$ cat src/aptc_defines.vh
// Register offsets, field positions, trigger codes and reset values.
`ifndef APTC_DEFINES_VH
`define APTC_DEFINES_VH

// Word offsets of the two pair control registers (byte address = 4 * index).
`define APTC_IDX_CTRL_6_7 2'h0
`define APTC_IDX_CTRL_8_9 2'h1
// Status of the shared conversion core, read only.
`define APTC_IDX_STATUS 2'h2

// Field positions inside one byte-wide pair field.
`define APTC_F_IRQEN 7
`define APTC_F_PEND 6
`define APTC_F_SWTRG 5
`define APTC_F_SEL_HI 4
`define APTC_F_SEL_LO 0

// Upper pair sits in bits 15-8, lower pair in bits 7-0.
`define APTC_UPPER_LSB 8
`define APTC_LOWER_LSB 0

// Reset value of each control register.
`define APTC_CTRL_RESET 16'h0000

// Trigger source selector codes.
`define APTC_SRC_OFF 5'h00
`define APTC_SRC_SOFT 5'h01
`define APTC_SRC_GLOBAL 5'h02
`define APTC_SRC_SPEC_PRI 5'h03
`define APTC_SRC_PRI_FIRST 5'h04
`define APTC_SRC_PRI_LAST 5'h0B
`define APTC_SRC_TMR1 5'h0C
`define APTC_SRC_SPEC_SEC 5'h0D
`define APTC_SRC_SEC_FIRST 5'h0E
`define APTC_SRC_SEC_LAST 5'h16
`define APTC_SRC_CL_FIRST 5'h17
`define APTC_SRC_CL_LAST 5'h1E
`define APTC_SRC_TMR2 5'h1F

// Number of pairs handled by this block.
`define APTC_NPAIR 4

`endif

$ cat src/aptc_src_mux.v
// Trigger source multiplexer for one pair: selector code to one trigger bit.
`include "aptc_defines.vh"

module aptc_src_mux (
    input wire [4:0] sel,
    input wire soft_trig,
    input wire global_trig,
    input wire spec_pri,
    input wire spec_sec,
    input wire [7:0] pwm_pri,
    input wire [8:0] pwm_sec,
    input wire [7:0] pwm_cl,
    input wire tmr1_match,
    input wire tmr2_match,
    output reg trig
);

    reg [4:0] ofs;

    // Ranges of generator triggers are indexed by offset from the range start.
    always @* begin
        ofs = 5'h00;
        trig = 1'b0;
        if (sel == `APTC_SRC_OFF) begin
            trig = 1'b0;
        end else if (sel == `APTC_SRC_SOFT) begin
            trig = soft_trig;
        end else if (sel == `APTC_SRC_GLOBAL) begin
            trig = global_trig;
        end else if (sel == `APTC_SRC_SPEC_PRI) begin
            trig = spec_pri;
        end else if (sel <= `APTC_SRC_PRI_LAST) begin
            ofs = sel - `APTC_SRC_PRI_FIRST;
            trig = pwm_pri[ofs[2:0]];
        end else if (sel == `APTC_SRC_TMR1) begin
            trig = tmr1_match;
        end else if (sel == `APTC_SRC_SPEC_SEC) begin
            trig = spec_sec;
        end else if (sel <= `APTC_SRC_SEC_LAST) begin
            ofs = sel - `APTC_SRC_SEC_FIRST;
            trig = pwm_sec[ofs[3:0]];
        end else if (sel <= `APTC_SRC_CL_LAST) begin
            ofs = sel - `APTC_SRC_CL_FIRST;
            trig = pwm_cl[ofs[2:0]];
        end else begin
            trig = tmr2_match;
        end
    end

endmodule

$ cat src/aptc_top.v
// Conversion trigger control for analog pairs 6 to 9 with Avalon-MM slave.
//
// Functional notes
// - Interrupt enable set: pulse a pair's request when its conversion completes.
// - Pending flag sets on the selected trigger, clears when conversion completes.
// - Soft trigger bit starts a conversion; cleared when pending becomes set.
// - Five-bit selector per pair, bits 12-8 upper, 4-0 lower; zero disables.
// - Code 00001 selects the pair's own soft trigger bit.
// - Code 00010 selects the global software trigger.
// - Code 00011 selects the primary PWM special event trigger.
// - Codes 00100 to 01011 select PWM generator 1 to 8 primary triggers.
// - Code 01100 selects timer 1 period match, 11111 timer 2.
// - Code 01101 selects the secondary PWM special event trigger.
// - Codes 01110 to 10110 select PWM generator 1 to 9 secondary triggers.
// - Codes 10111 to 11110 select PWM generator 1 to 8 current-limit triggers.
// - Triggered pair waits pending until the shared converter is free.
// - Pair 6 is AN13/AN12, 7 AN15/AN14, 8 AN17/AN16, 9 AN19/AN18.
`include "aptc_defines.vh"

////////////////////////////////////////////////////////////////////////
// Structure: four identical pair slices, each with its own control field,
// trigger multiplexer and pending flag, feed one arbiter that hands the
// shared converter to one pair at a time. The register bus reaches the
// fields through two 16-bit words, one byte lane per pair.
// The arbiter always favours the lowest pending pair. A pair that is
// retriggered at a high rate still cannot starve the pairs above it, as its
// flag is clear at the idle edge after each of its conversions.
// Interrupt pulses are one cycle wide and carry no sticky state here;
// whoever collects them must latch them.
////////////////////////////////////////////////////////////////////////

module aptc_top (
    // Clock and reset.
    input wire mclk,
    input wire reset_n,
    // Register bus.
    input wire [3:0] avs_address,
    input wire avs_read,
    input wire avs_write,
    input wire [31:0] avs_writedata,
    input wire [3:0] avs_byteenable,
    output reg [31:0] avs_readdata,
    output reg avs_waitrequest,
    // Trigger sources, active high, sampled on every edge.
    input wire global_soft_trig,
    input wire spec_pri_trig,
    input wire spec_sec_trig,
    input wire [7:0] pwm_pri_trig,
    input wire [8:0] pwm_sec_trig,
    input wire [7:0] pwm_cl_trig,
    input wire tmr1_match,
    input wire tmr2_match,
    // Shared converter handshake.
    output reg conv_req,
    output reg [3:0] conv_pair,
    input wire conv_ack,
    input wire conv_done,
    // Completion interrupt pulses, bit 0 for pair 6.
    output reg [3:0] pair_irq
);

    localparam ST_IDLE = 2'b00;
    localparam ST_WAIT = 2'b01;
    localparam ST_BUSY = 2'b10;

    reg [1:0] state_r;
    reg [1:0] cur_r;
    reg [1:0] cur_nxt;
    reg access_done_r;

    wire [3:0] trig;
    wire [3:0] pend;
    wire [1:0] widx;
    wire wr_hit;
    wire rd_cycle;
    wire [3:0] done_pair;
    wire [3:0] irq_en;
    wire [3:0] cur_hot;
    wire irq_cur;
    // Byte-wide field per pair, packed for readback: pair 6 in bits 7-0,
    // 7 in 15-8, 8 in 23-16, 9 in 31-24. The flip-flops themselves live in
    // the pair slices, so each has a single writer.
    wire [8*`APTC_NPAIR-1:0] fields;

    assign widx = avs_address[1:0];
    assign wr_hit = avs_write & ~access_done_r & (avs_address[3:2] == 2'b00);
    assign rd_cycle = avs_read & ~access_done_r;
    // One-hot form of the pair now owning the converter, and its enable.
    assign cur_hot = 4'h1 << cur_r;
    assign irq_cur = irq_en[cur_r];

    ////////////////////////////////////////////////////////////////////////
    // Per pair: trigger selection and control field update.
    genvar g;
    generate
        for (g = 0; g < `APTC_NPAIR; g = g + 1) begin : pair
            // Register and byte lane that hold this pair's field.
            localparam [1:0] RIDX = (g < 2) ? `APTC_IDX_CTRL_6_7
                                            : `APTC_IDX_CTRL_8_9;
            localparam integer LANE = g % 2;
            reg irq_en_r;
            reg pend_r;
            reg soft_r;
            reg [4:0] sel_r;
            wire lane_wr;
            wire [7:0] wbyte;
            wire set_pend;

            assign lane_wr = wr_hit & (widx == RIDX) & avs_byteenable[LANE];
            assign wbyte = avs_writedata[8*LANE+7:8*LANE];
            assign pend[g] = pend_r;
            assign irq_en[g] = irq_en_r;
            assign done_pair[g] = (state_r == ST_BUSY) & conv_done &
                                  cur_hot[g];
            // Only a trigger that finds the flag clear is taken; one that
            // arrives while a request waits or converts is absorbed.
            assign set_pend = trig[g] & ~pend_r;
            // Readback image: bit 7 enable, 6 pending, 5 soft, 4-0 selector,
            // the same layout in either byte lane.
            assign fields[8*g+7:8*g] = {irq_en_r, pend_r, soft_r, sel_r};

            aptc_src_mux u_mux (
                .sel(sel_r),
                .soft_trig(soft_r),
                .global_trig(global_soft_trig),
                .spec_pri(spec_pri_trig),
                .spec_sec(spec_sec_trig),
                .pwm_pri(pwm_pri_trig),
                .pwm_sec(pwm_sec_trig),
                .pwm_cl(pwm_cl_trig),
                .tmr1_match(tmr1_match),
                .tmr2_match(tmr2_match),
                .trig(trig[g])
            );

            // Enable and selector are plain software bits of the lane.
            always @(posedge mclk or negedge reset_n) begin
                if (!reset_n) begin
                    irq_en_r <= 1'b0;
                    sel_r <= `APTC_SRC_OFF;
                end else if (lane_wr) begin
                    irq_en_r <= wbyte[`APTC_F_IRQEN];
                    sel_r <= wbyte[`APTC_F_SEL_HI:`APTC_F_SEL_LO];
                end
            end

            // Pending is owned by hardware; software writes to it are
            // ignored. If a fresh trigger and a completion meet while the
            // flag is clear, the set wins.
            always @(posedge mclk or negedge reset_n) begin
                if (!reset_n) begin
                    pend_r <= 1'b0;
                end else if (set_pend) begin
                    pend_r <= 1'b1;
                end else if (done_pair[g]) begin
                    pend_r <= 1'b0;
                end
            end

            // The soft bit clears as pending sets. A write of 1 in that
            // same cycle is dropped, as its request has just been taken.
            always @(posedge mclk or negedge reset_n) begin
                if (!reset_n) begin
                    soft_r <= 1'b0;
                end else if (set_pend) begin
                    soft_r <= 1'b0;
                end else if (lane_wr & wbyte[`APTC_F_SWTRG]) begin
                    soft_r <= 1'b1;
                end
            end
        end
    endgenerate

    ////////////////////////////////////////////////////////////////////////
    // Pick the lowest pending pair for the shared converter. With nothing
    // pending the old index is kept, which leaves the status word showing
    // the pair that was served last.
    always @* begin
        cur_nxt = cur_r;
        if (pend[0]) begin
            cur_nxt = 2'd0;
        end else if (pend[1]) begin
            cur_nxt = 2'd1;
        end else if (pend[2]) begin
            cur_nxt = 2'd2;
        end else if (pend[3]) begin
            cur_nxt = 2'd3;
        end
    end

    ////////////////////////////////////////////////////////////////////////
    // Converter handshake: one pair at a time, others stay pending.
    // The pair index on conv_pair maps 0..3 to pairs 6..9 (AN12 to AN19).
    always @(posedge mclk or negedge reset_n) begin
        if (!reset_n) begin
            state_r <= ST_IDLE;
            cur_r <= 2'd0;
            conv_req <= 1'b0;
            conv_pair <= 4'h0;
            pair_irq <= 4'h0;
        end else begin
            pair_irq <= 4'h0;
            case (state_r)
                ST_IDLE: begin
                    // The chosen pair is frozen in cur_r for the whole
                    // conversion; the other pairs simply keep their flags.
                    if (|pend) begin
                        cur_r <= cur_nxt;
                        conv_pair <= 4'h1 << cur_nxt;
                        conv_req <= 1'b1;
                        state_r <= ST_WAIT;
                    end
                end
                ST_WAIT: begin
                    // Request holds until the core is free and accepts.
                    if (conv_ack) begin
                        conv_req <= 1'b0;
                        state_r <= ST_BUSY;
                    end
                end
                ST_BUSY: begin
                    // Completion frees the converter; the pending flag of
                    // this pair drops at the same edge in its slice.
                    if (conv_done) begin
                        // Gated by the pair's enable, so a masked pair
                        // finishes silently.
                        pair_irq <= {3'b000, irq_cur} << cur_r;
                        conv_pair <= 4'h0;
                        state_r <= ST_IDLE;
                    end
                end
                default: begin
                    state_r <= ST_IDLE;
                    conv_req <= 1'b0;
                end
            endcase
        end
    end

    ////////////////////////////////////////////////////////////////////////
    // Avalon-MM slave: one wait cycle, answer on the second edge.
    // Waitrequest idles high so each access takes exactly two edges; the
    // flag access_done_r keeps a held request from being taken twice.
    always @(posedge mclk or negedge reset_n) begin
        if (!reset_n) begin
            avs_waitrequest <= 1'b1;
            access_done_r <= 1'b0;
        end else begin
            if ((avs_read | avs_write) & ~access_done_r) begin
                access_done_r <= 1'b1;
                avs_waitrequest <= 1'b0;
            end else begin
                access_done_r <= 1'b0;
                avs_waitrequest <= 1'b1;
            end
        end
    end

    // Read data is captured at the taking edge and then simply held, so
    // it stands at the edge where waitrequest is seen low.
    // Status word: bits 7-6 current pair index, bits 1-0 handshake state.
    always @(posedge mclk or negedge reset_n) begin
        if (!reset_n) begin
            avs_readdata <= 32'h00000000;
        end else begin
            if (rd_cycle) begin
                case (avs_address)
                    {2'b00, `APTC_IDX_CTRL_6_7}:
                        avs_readdata <= {16'h0000, fields[15:0]};
                    {2'b00, `APTC_IDX_CTRL_8_9}:
                        avs_readdata <= {16'h0000, fields[31:16]};
                    {2'b00, `APTC_IDX_STATUS}:
                        avs_readdata <= {24'h000000, cur_r, 4'h0, state_r};
                    default:
                        avs_readdata <= 32'h00000000;
                endcase
            end
        end
    end

endmodule

$ cat config.mk
export PLATFORM = sky130hd
export DESIGN_NAME = aptc_top
export DESIGN_NICKNAME = d
export VERILOG_FILES = /design/src/aptc_src_mux.v /design/src/aptc_top.v
export VERILOG_INCLUDE_DIRS = /design/src
export SDC_FILE = /design/constraint.sdc
export NUM_CORES = 1
export LEC_CHECK = 0
export ABC_CLOCK_PERIOD_IN_PS = 3650
export BUFFER_PORTS_ARGS = -buffer_cell sky130_fd_sc_hd__buf_4
export CAP_MARGIN = 20
export CORE_ASPECT_RATIO = 1.75
export CORE_UTILIZATION = 55
export DETAILED_ROUTE_END_ITERATION = 10
export GPL_ROUTABILITY_DRIVEN = 0
export PLACE_DENSITY = 0.82
export SLEW_MARGIN = 20
export SYNTH_ARGS = -nofsm -noshare
export SYNTH_HDL_FRONTEND = slang
export SYNTH_SLANG_ARGS = --single-unit
$ cat constraint.sdc
create_clock -name mclk -period 3.65 [get_ports mclk]
set_input_delay 0 -clock mclk [delete_from_list [all_inputs] [get_ports mclk]]
set_output_delay 0 -clock mclk [all_outputs]
set_load 0.02 [all_outputs]
Word-level counts from Yosys, hierarchy flattened --
Index checks and enable logic that the tools add are counted.
Storage, ports and cells: register bits after elaboration 79, output and inout bits 42, word-level logic and storage cells 241
Cells by class: add/sub/neg operators 12, order comparisons 25, equal/unequal tests 28, shift operators 3, muxes and demuxes 97, bitwise gates (word level) 30, reduce and logical (&&, ||, !) cells 22
Operators with widths (count):
- $mux W1 | 69
- $pmux W16 S3 | 1
- $eq A5 B2 Y1 const B | 8
- $eq A5 B4 Y1 const B | 8
- $le A5 B5 Y1 const B | 8
- $lt A3 B4 Y1 const B | 8
- $bmux W1 S3 | 8
- $sub A3 B3 Y3 const B | 8
- $and A1 B1 Y1 | 23
- $eq A5 B1 Y1 const B | 4
- $le A5 B4 Y1 const B | 4
- $logic_not A5 Y1 | 4
- $lt A4 B5 Y1 const B | 4
- $reduce_bool A2 Y1 | 9
- $bmux W1 S4 | 4
- $mux W4 | 4
- $sub A4 B4 Y4 const B | 4
- $mux W2 | 7
- $reduce_and A3 Y1 | 3
- $pmux W4 S2 | 1
- $shl A1 B2 Y4 const A | 2
- $logic_not A2 Y1 | 3
- $ne A2 B2 Y1 const B | 3
- $not A1 Y1 | 6
- other kinds (13) | 14

Logic depth before layout (Yosys ltp) --
word-level depth 14, gate-level depth with buffers 8, mapped depth without buffers 7

Cells and area by module --
Synthesis repeated with hierarchy kept, for this count alone.
Second synthesis, totals: cell total of the unflattened synthesis 468, area total of the unflattened synthesis 4809.6 µm²
By module, submodules not included:
- aptc_top | instances 1, cells each 240, area an instance 2792.7 µm²
- aptc_src_mux | instances 4, cells each 57, area an instance 504.2 µm²

Least setup slack after synthesis --
OpenSTA, ideal clock, no wires.
kind reg-to-reg, start register pair[3].sel_r[1], end register pair[3].pend_r, arrival 2.244 ns, required time 3.521 ns, setup slack 1.277 ns, cell stages (with the launch flop) 9, cells stage by stage dfrtp_1 -> clkbuf_1 -> inv_1 -> ha_1 -> mux4_1 -> mux2_2 -> mux2i_1 -> o22ai_1 -> a2111o_1
On the way: longest elaborated chain between the ends 14, elaborated cells between the ends (all ways) 30, classes of those cells 3 x add/sub; 3 x order compare; 5 x eq/ne; 16 x mux; 1 x bitwise; 2 x reduce/logical
RTL lines:
- start, declared | RTL line aptc_top.v:104 | reg [4:0] sel_r;
- start signal, assigned | RTL line aptc_top.v:140 | sel_r <= `APTC_SRC_OFF;
- start signal, assigned | RTL line aptc_top.v:143 | sel_r <= wbyte[`APTC_F_SEL_HI:`APTC_F_SEL_LO];
- branches (longest 11 deep; another with $sub A4 B4 Y4)
- $mux W1 * | RTL line aptc_src_mux.v:24 | if (sel == `APTC_SRC_OFF) begin
- $and A1 B1 Y1 * | RTL line aptc_top.v:117 | assign set_pend = trig[g] & ~pend_r;
- $mux W1 / $reduce_bool A2 Y1 (equally long branches)
- end signal, assigned | RTL line aptc_top.v:152 | pend_r <= 1'b0;
- end signal, assigned | RTL line aptc_top.v:154 | pend_r <= 1'b1;
- end signal, assigned | RTL line aptc_top.v:156 | pend_r <= 1'b0;
- end, declared | RTL line aptc_top.v:102 | reg pend_r;
Every way passes the cells marked *. The select of a mux whose other input is x is not followed. A chain may end at the register's enable or synchronous reset.

Final worst setup path --
start register pair[3].sel_r[0], end register pair[3].pend_r
The elaborated chain is that of the path after synthesis.

==> key figures <==
Run status
  – Outcome: finished clean

Clock tree
  – CTS tree: yes
  – Sink Count: 63
  – Root buffer cell: clkbuf_16
  – H-tree Lvls: 3
  – Later-pin clock latency in the skew report: 0.33 ns
  – CTS clk-pin slew, worst paths: 0.05 ns
  – TritonCTS buffer count: 9
  – Buffer levels on the longest clock path: 2

Routing
  – Drt pass-1 iters: 6
  – Routed WL per cell: 18.4 um
  – Drt total wl: 12.5 mm
  – Vias after detailed routing: 4,237
  – Routed Antenna Nets: 0
  – Residual DRC: 0
  – Post-DR vias/cell: 6.23
  – 1st-iter DRT viols: 364

Hold path
  – WHS Path Cells: 3
  – Hold Startpoint: avs_write
  – WHS Endpoint: avs_waitrequest$_DFF_PN1_
  – Worst Hold Class: primary input to flop

Cells and area
  – Layout cells sized above 1: 24.8%
  – Most common cell after layout, fill and taps aside: buf_4
  – Most frequent cells in the layout: buf_4 (83), dfrtp_1 (62), nand2_1 (52)
  – Antenna diodes: 0
  – Final Cell Area: 5730 um^2
  – Area growth from synthesis to layout: 20.9%
  – Final Net Count: 661
  – Non-Filler Instances: 680
  – FILL cells: 636

Critical path
  – Worst R2R End: pair[3].pend_r$_DFFE_PN0P_
  – Flop-to-flop setup slack: 1.02 ns
  – Arr. time, crit path: 2.84 ns
  – Critical Path End Type: flop
  – Worst path required time: 3.86 ns
  – Largest fanout on the critical path: 11
  – Worst reg2reg path startpoint: pair[3].sel_r[0]$_DFFE_PN0P_
  – Crit start category: flop
  – Critical path class: flop to flop
  – R2r worst-path depth: 7

Place
  – Placed instance area: 5260 um^2
  – Placed Instances: 648
  – Port Buffers: 81
  – Final HPWL DP: 9.23 mm

STA
  – Crit path time final: 2.63 ns
  – Final setup TNS: 0 ns
  – Slew Limit Fails: 0
  – Tightest Pin Transition: 0.800 ns
  – Final setup fails: 0
  – RSZ-0062 raised after global routing: no
  – Slew headroom: 46.7%
  – Fmax achieved: 380 MHz
  – Final worst path period share: 72.0%
  – Clock Skew: 0.00450 ns
  – Fin. Hold Viols: 0

Global route
  – GRT busiest layer: met2
  – GR Util met3: 4.77%
  – Grt total ovfl: 0
  – Initial antenna violation count: 0
  – Met1 Resource Use GR: 32.2%
  – M2 GR Usage: 50.4%
  – Number of global-route vias before repair: 4,210
  – Global-route wire length before repair: 20.1 mm
  – Largest net degree at the start of global routing: 64
  – Total GRT Usage: 29.0%

Logic synthesis
  – Post-Synthesis Cells: 484
  – EDFF count, synth: 0
  – Sequential cell area fraction in the yosys report: 33.3%
  – Primary FF master, synth: dfrtp_1
  – Synth warn: 0
  – Distinct cells, synth: 71
  – Post-Syn Area: 4740 um^2
  – Async set-reset flop share out of synthesis: 100%
  – Syn avg cell area: 9.79 um^2
  – Yosys reg bits: 63

Die
  – I/O pin count: 118
  – Core area: 8310 um^2
  – Die H: 125 um
  – Die ar.: 9010 um^2
  – Die W: 72.2 um
  – Row cnt: 44
  – Initial Util: 57.0%

Power and ir drop
  – Pwr Total: 3220 uW
  – Lkg Pwr: 0.00262 uW
  – Power Dens Cells: 563 nW/um^2
  – Worst VDD drop: 288 uV

Job
  – Max Cap Viol: 0
[repair_timing]
action	4_1_cts	5_1_grt
buffers inserted	0	0
endpoints found under the hold margin	90	0
gates resized for setup	0	0
endpoints found under the setup margin	0	0
hold buffers	17	0
[state kept, by name (all words and copies together) (netlist names)]
register,flops
avs_readdata,16
access_done_r,1
conv_req,1
pair.soft_r,4
cur_r,2
avs_waitrequest,1
pair.irq_en_r,4
pair.pend_r,4
pair.sel_r,20
conv_pair,4
state_r,2
pair_irq,4
[layer usage]
layer / routed length, um / vias to the layer above / share of wire [%]
met4: 635 / 0 / 5.1
li1: - / 1914 / -
met5: 0 / - / 0
met1: 4710 / 2032 / 38
met2: 6460 / 248 / 52
met3: 711 / 43 / 5.7
[critical path: stages (launching register included)]
cell	delay (ns)
dfrtp_1	0.62
inv_1	0.19
ha_1	0.39
mux4_1	0.29
mux2_2	0.28
mux2i_1	0.17
o22ai_1	0.15
a2111o_1	0.43
[logic make-up (layout without fill, tap and decap cells)]
family	count (synthesis)	in the layout	share of synthesized area (%)
flops	63	63	33.3
other cells	1	16	0.0791
fa+ha+maj	24	24	6.34
xor+xnor	8	8	1.48
mux	49	49	16.8
buf+inv	72	138	8.32
simple gates	143	143	16.2
compound gates	124	124	17.5
[metrics by stage]
step	setup slack [ns]	utilization (%)	hold slack, ns
final	1.02	68.9	0.00811
after global placement	1.15	63.3	0.124
after floorplan	1.28	-	-0.296
after detailed placement	1.08	63.3	0.133
after CTS	1.07	68.9	0.00411
after global routing	0.909	68.9	0.0399
[cells in the mapped netlist, types with 4 or more instances]
| master | count | area share [%] |
|---|---|---|
| and3_1 | 7 | 0.92 |
| clkbuf_1 | 19 | 1.5 |
| nand3b_1 | 7 | 1.1 |
| nor3_1 | 6 | 0.63 |
| nand2_1 | 52 | 4.1 |
| mux4_1 | 4 | 2.2 |
| o22ai_1 | 4 | 0.53 |
| nor2_1 | 23 | 1.8 |
| mux4_2 | 18 | 8.6 |
| a22oi_1 | 14 | 2.2 |
| a31oi_1 | 4 | 0.53 |
| nor3b_1 | 5 | 0.79 |
| ha_1 | 24 | 6.3 |
| inv_1 | 23 | 1.8 |
| mux2i_1 | 14 | 3.0 |
| mux2_2 | 13 | 3.1 |
| o21ai_0 | 37 | 3.9 |
| dfrtp_1 | 62 | 33 |
| and4_1 | 4 | 0.74 |
| a21o_1 | 4 | 0.63 |
| o211ai_1 | 5 | 0.79 |
| xnor2_1 | 4 | 0.74 |
| a21oi_1 | 23 | 2.4 |
| buf_2 | 7 | 0.74 |
| buf_4 | 17 | 2.7 |
| xor2_1 | 4 | 0.74 |
| nand2b_1 | 7 | 0.92 |
| nor2b_1 | 6 | 0.79 |
[cell type report]
cell class	instances	area, um^2	area share, %
repair buffers	100	793	13.8
clock buffers	12	256	4.48
inverters	23	86.3	1.51
well taps	115	144	2.51
multi-input cells	364	2830	49.4
clock inverters	3	42.5	0.743
flip-flops and latches	63	1580	27.5
[power breakdown]
group	switching [uW]	internal [uW]	total, uW
clock	299	560	860
sequential	304	831	1130
combinational	600	630	1230
[how the worst max path moves through the flow]
stage,depth (start not counted),end,startpoint
floorplan,8,pair[3].pend_r$_DFFE_PN0P_,pair[3].sel_r[1]$_DFFE_PN0P_
global placement,7,pair[3].pend_r$_DFFE_PN0P_,pair[3].sel_r[0]$_DFFE_PN0P_
detailed placement,7,pair[3].pend_r$_DFFE_PN0P_,pair[3].sel_r[0]$_DFFE_PN0P_
CTS,7,pair[3].pend_r$_DFFE_PN0P_,pair[3].sel_r[0]$_DFFE_PN0P_
global route,7,pair[3].pend_r$_DFFE_PN0P_,pair[3].sel_r[0]$_DFFE_PN0P_
finish,7,pair[3].pend_r$_DFFE_PN0P_,pair[3].sel_r[0]$_DFFE_PN0P_
Note: power is estimated with default switching activity, not from simulation.
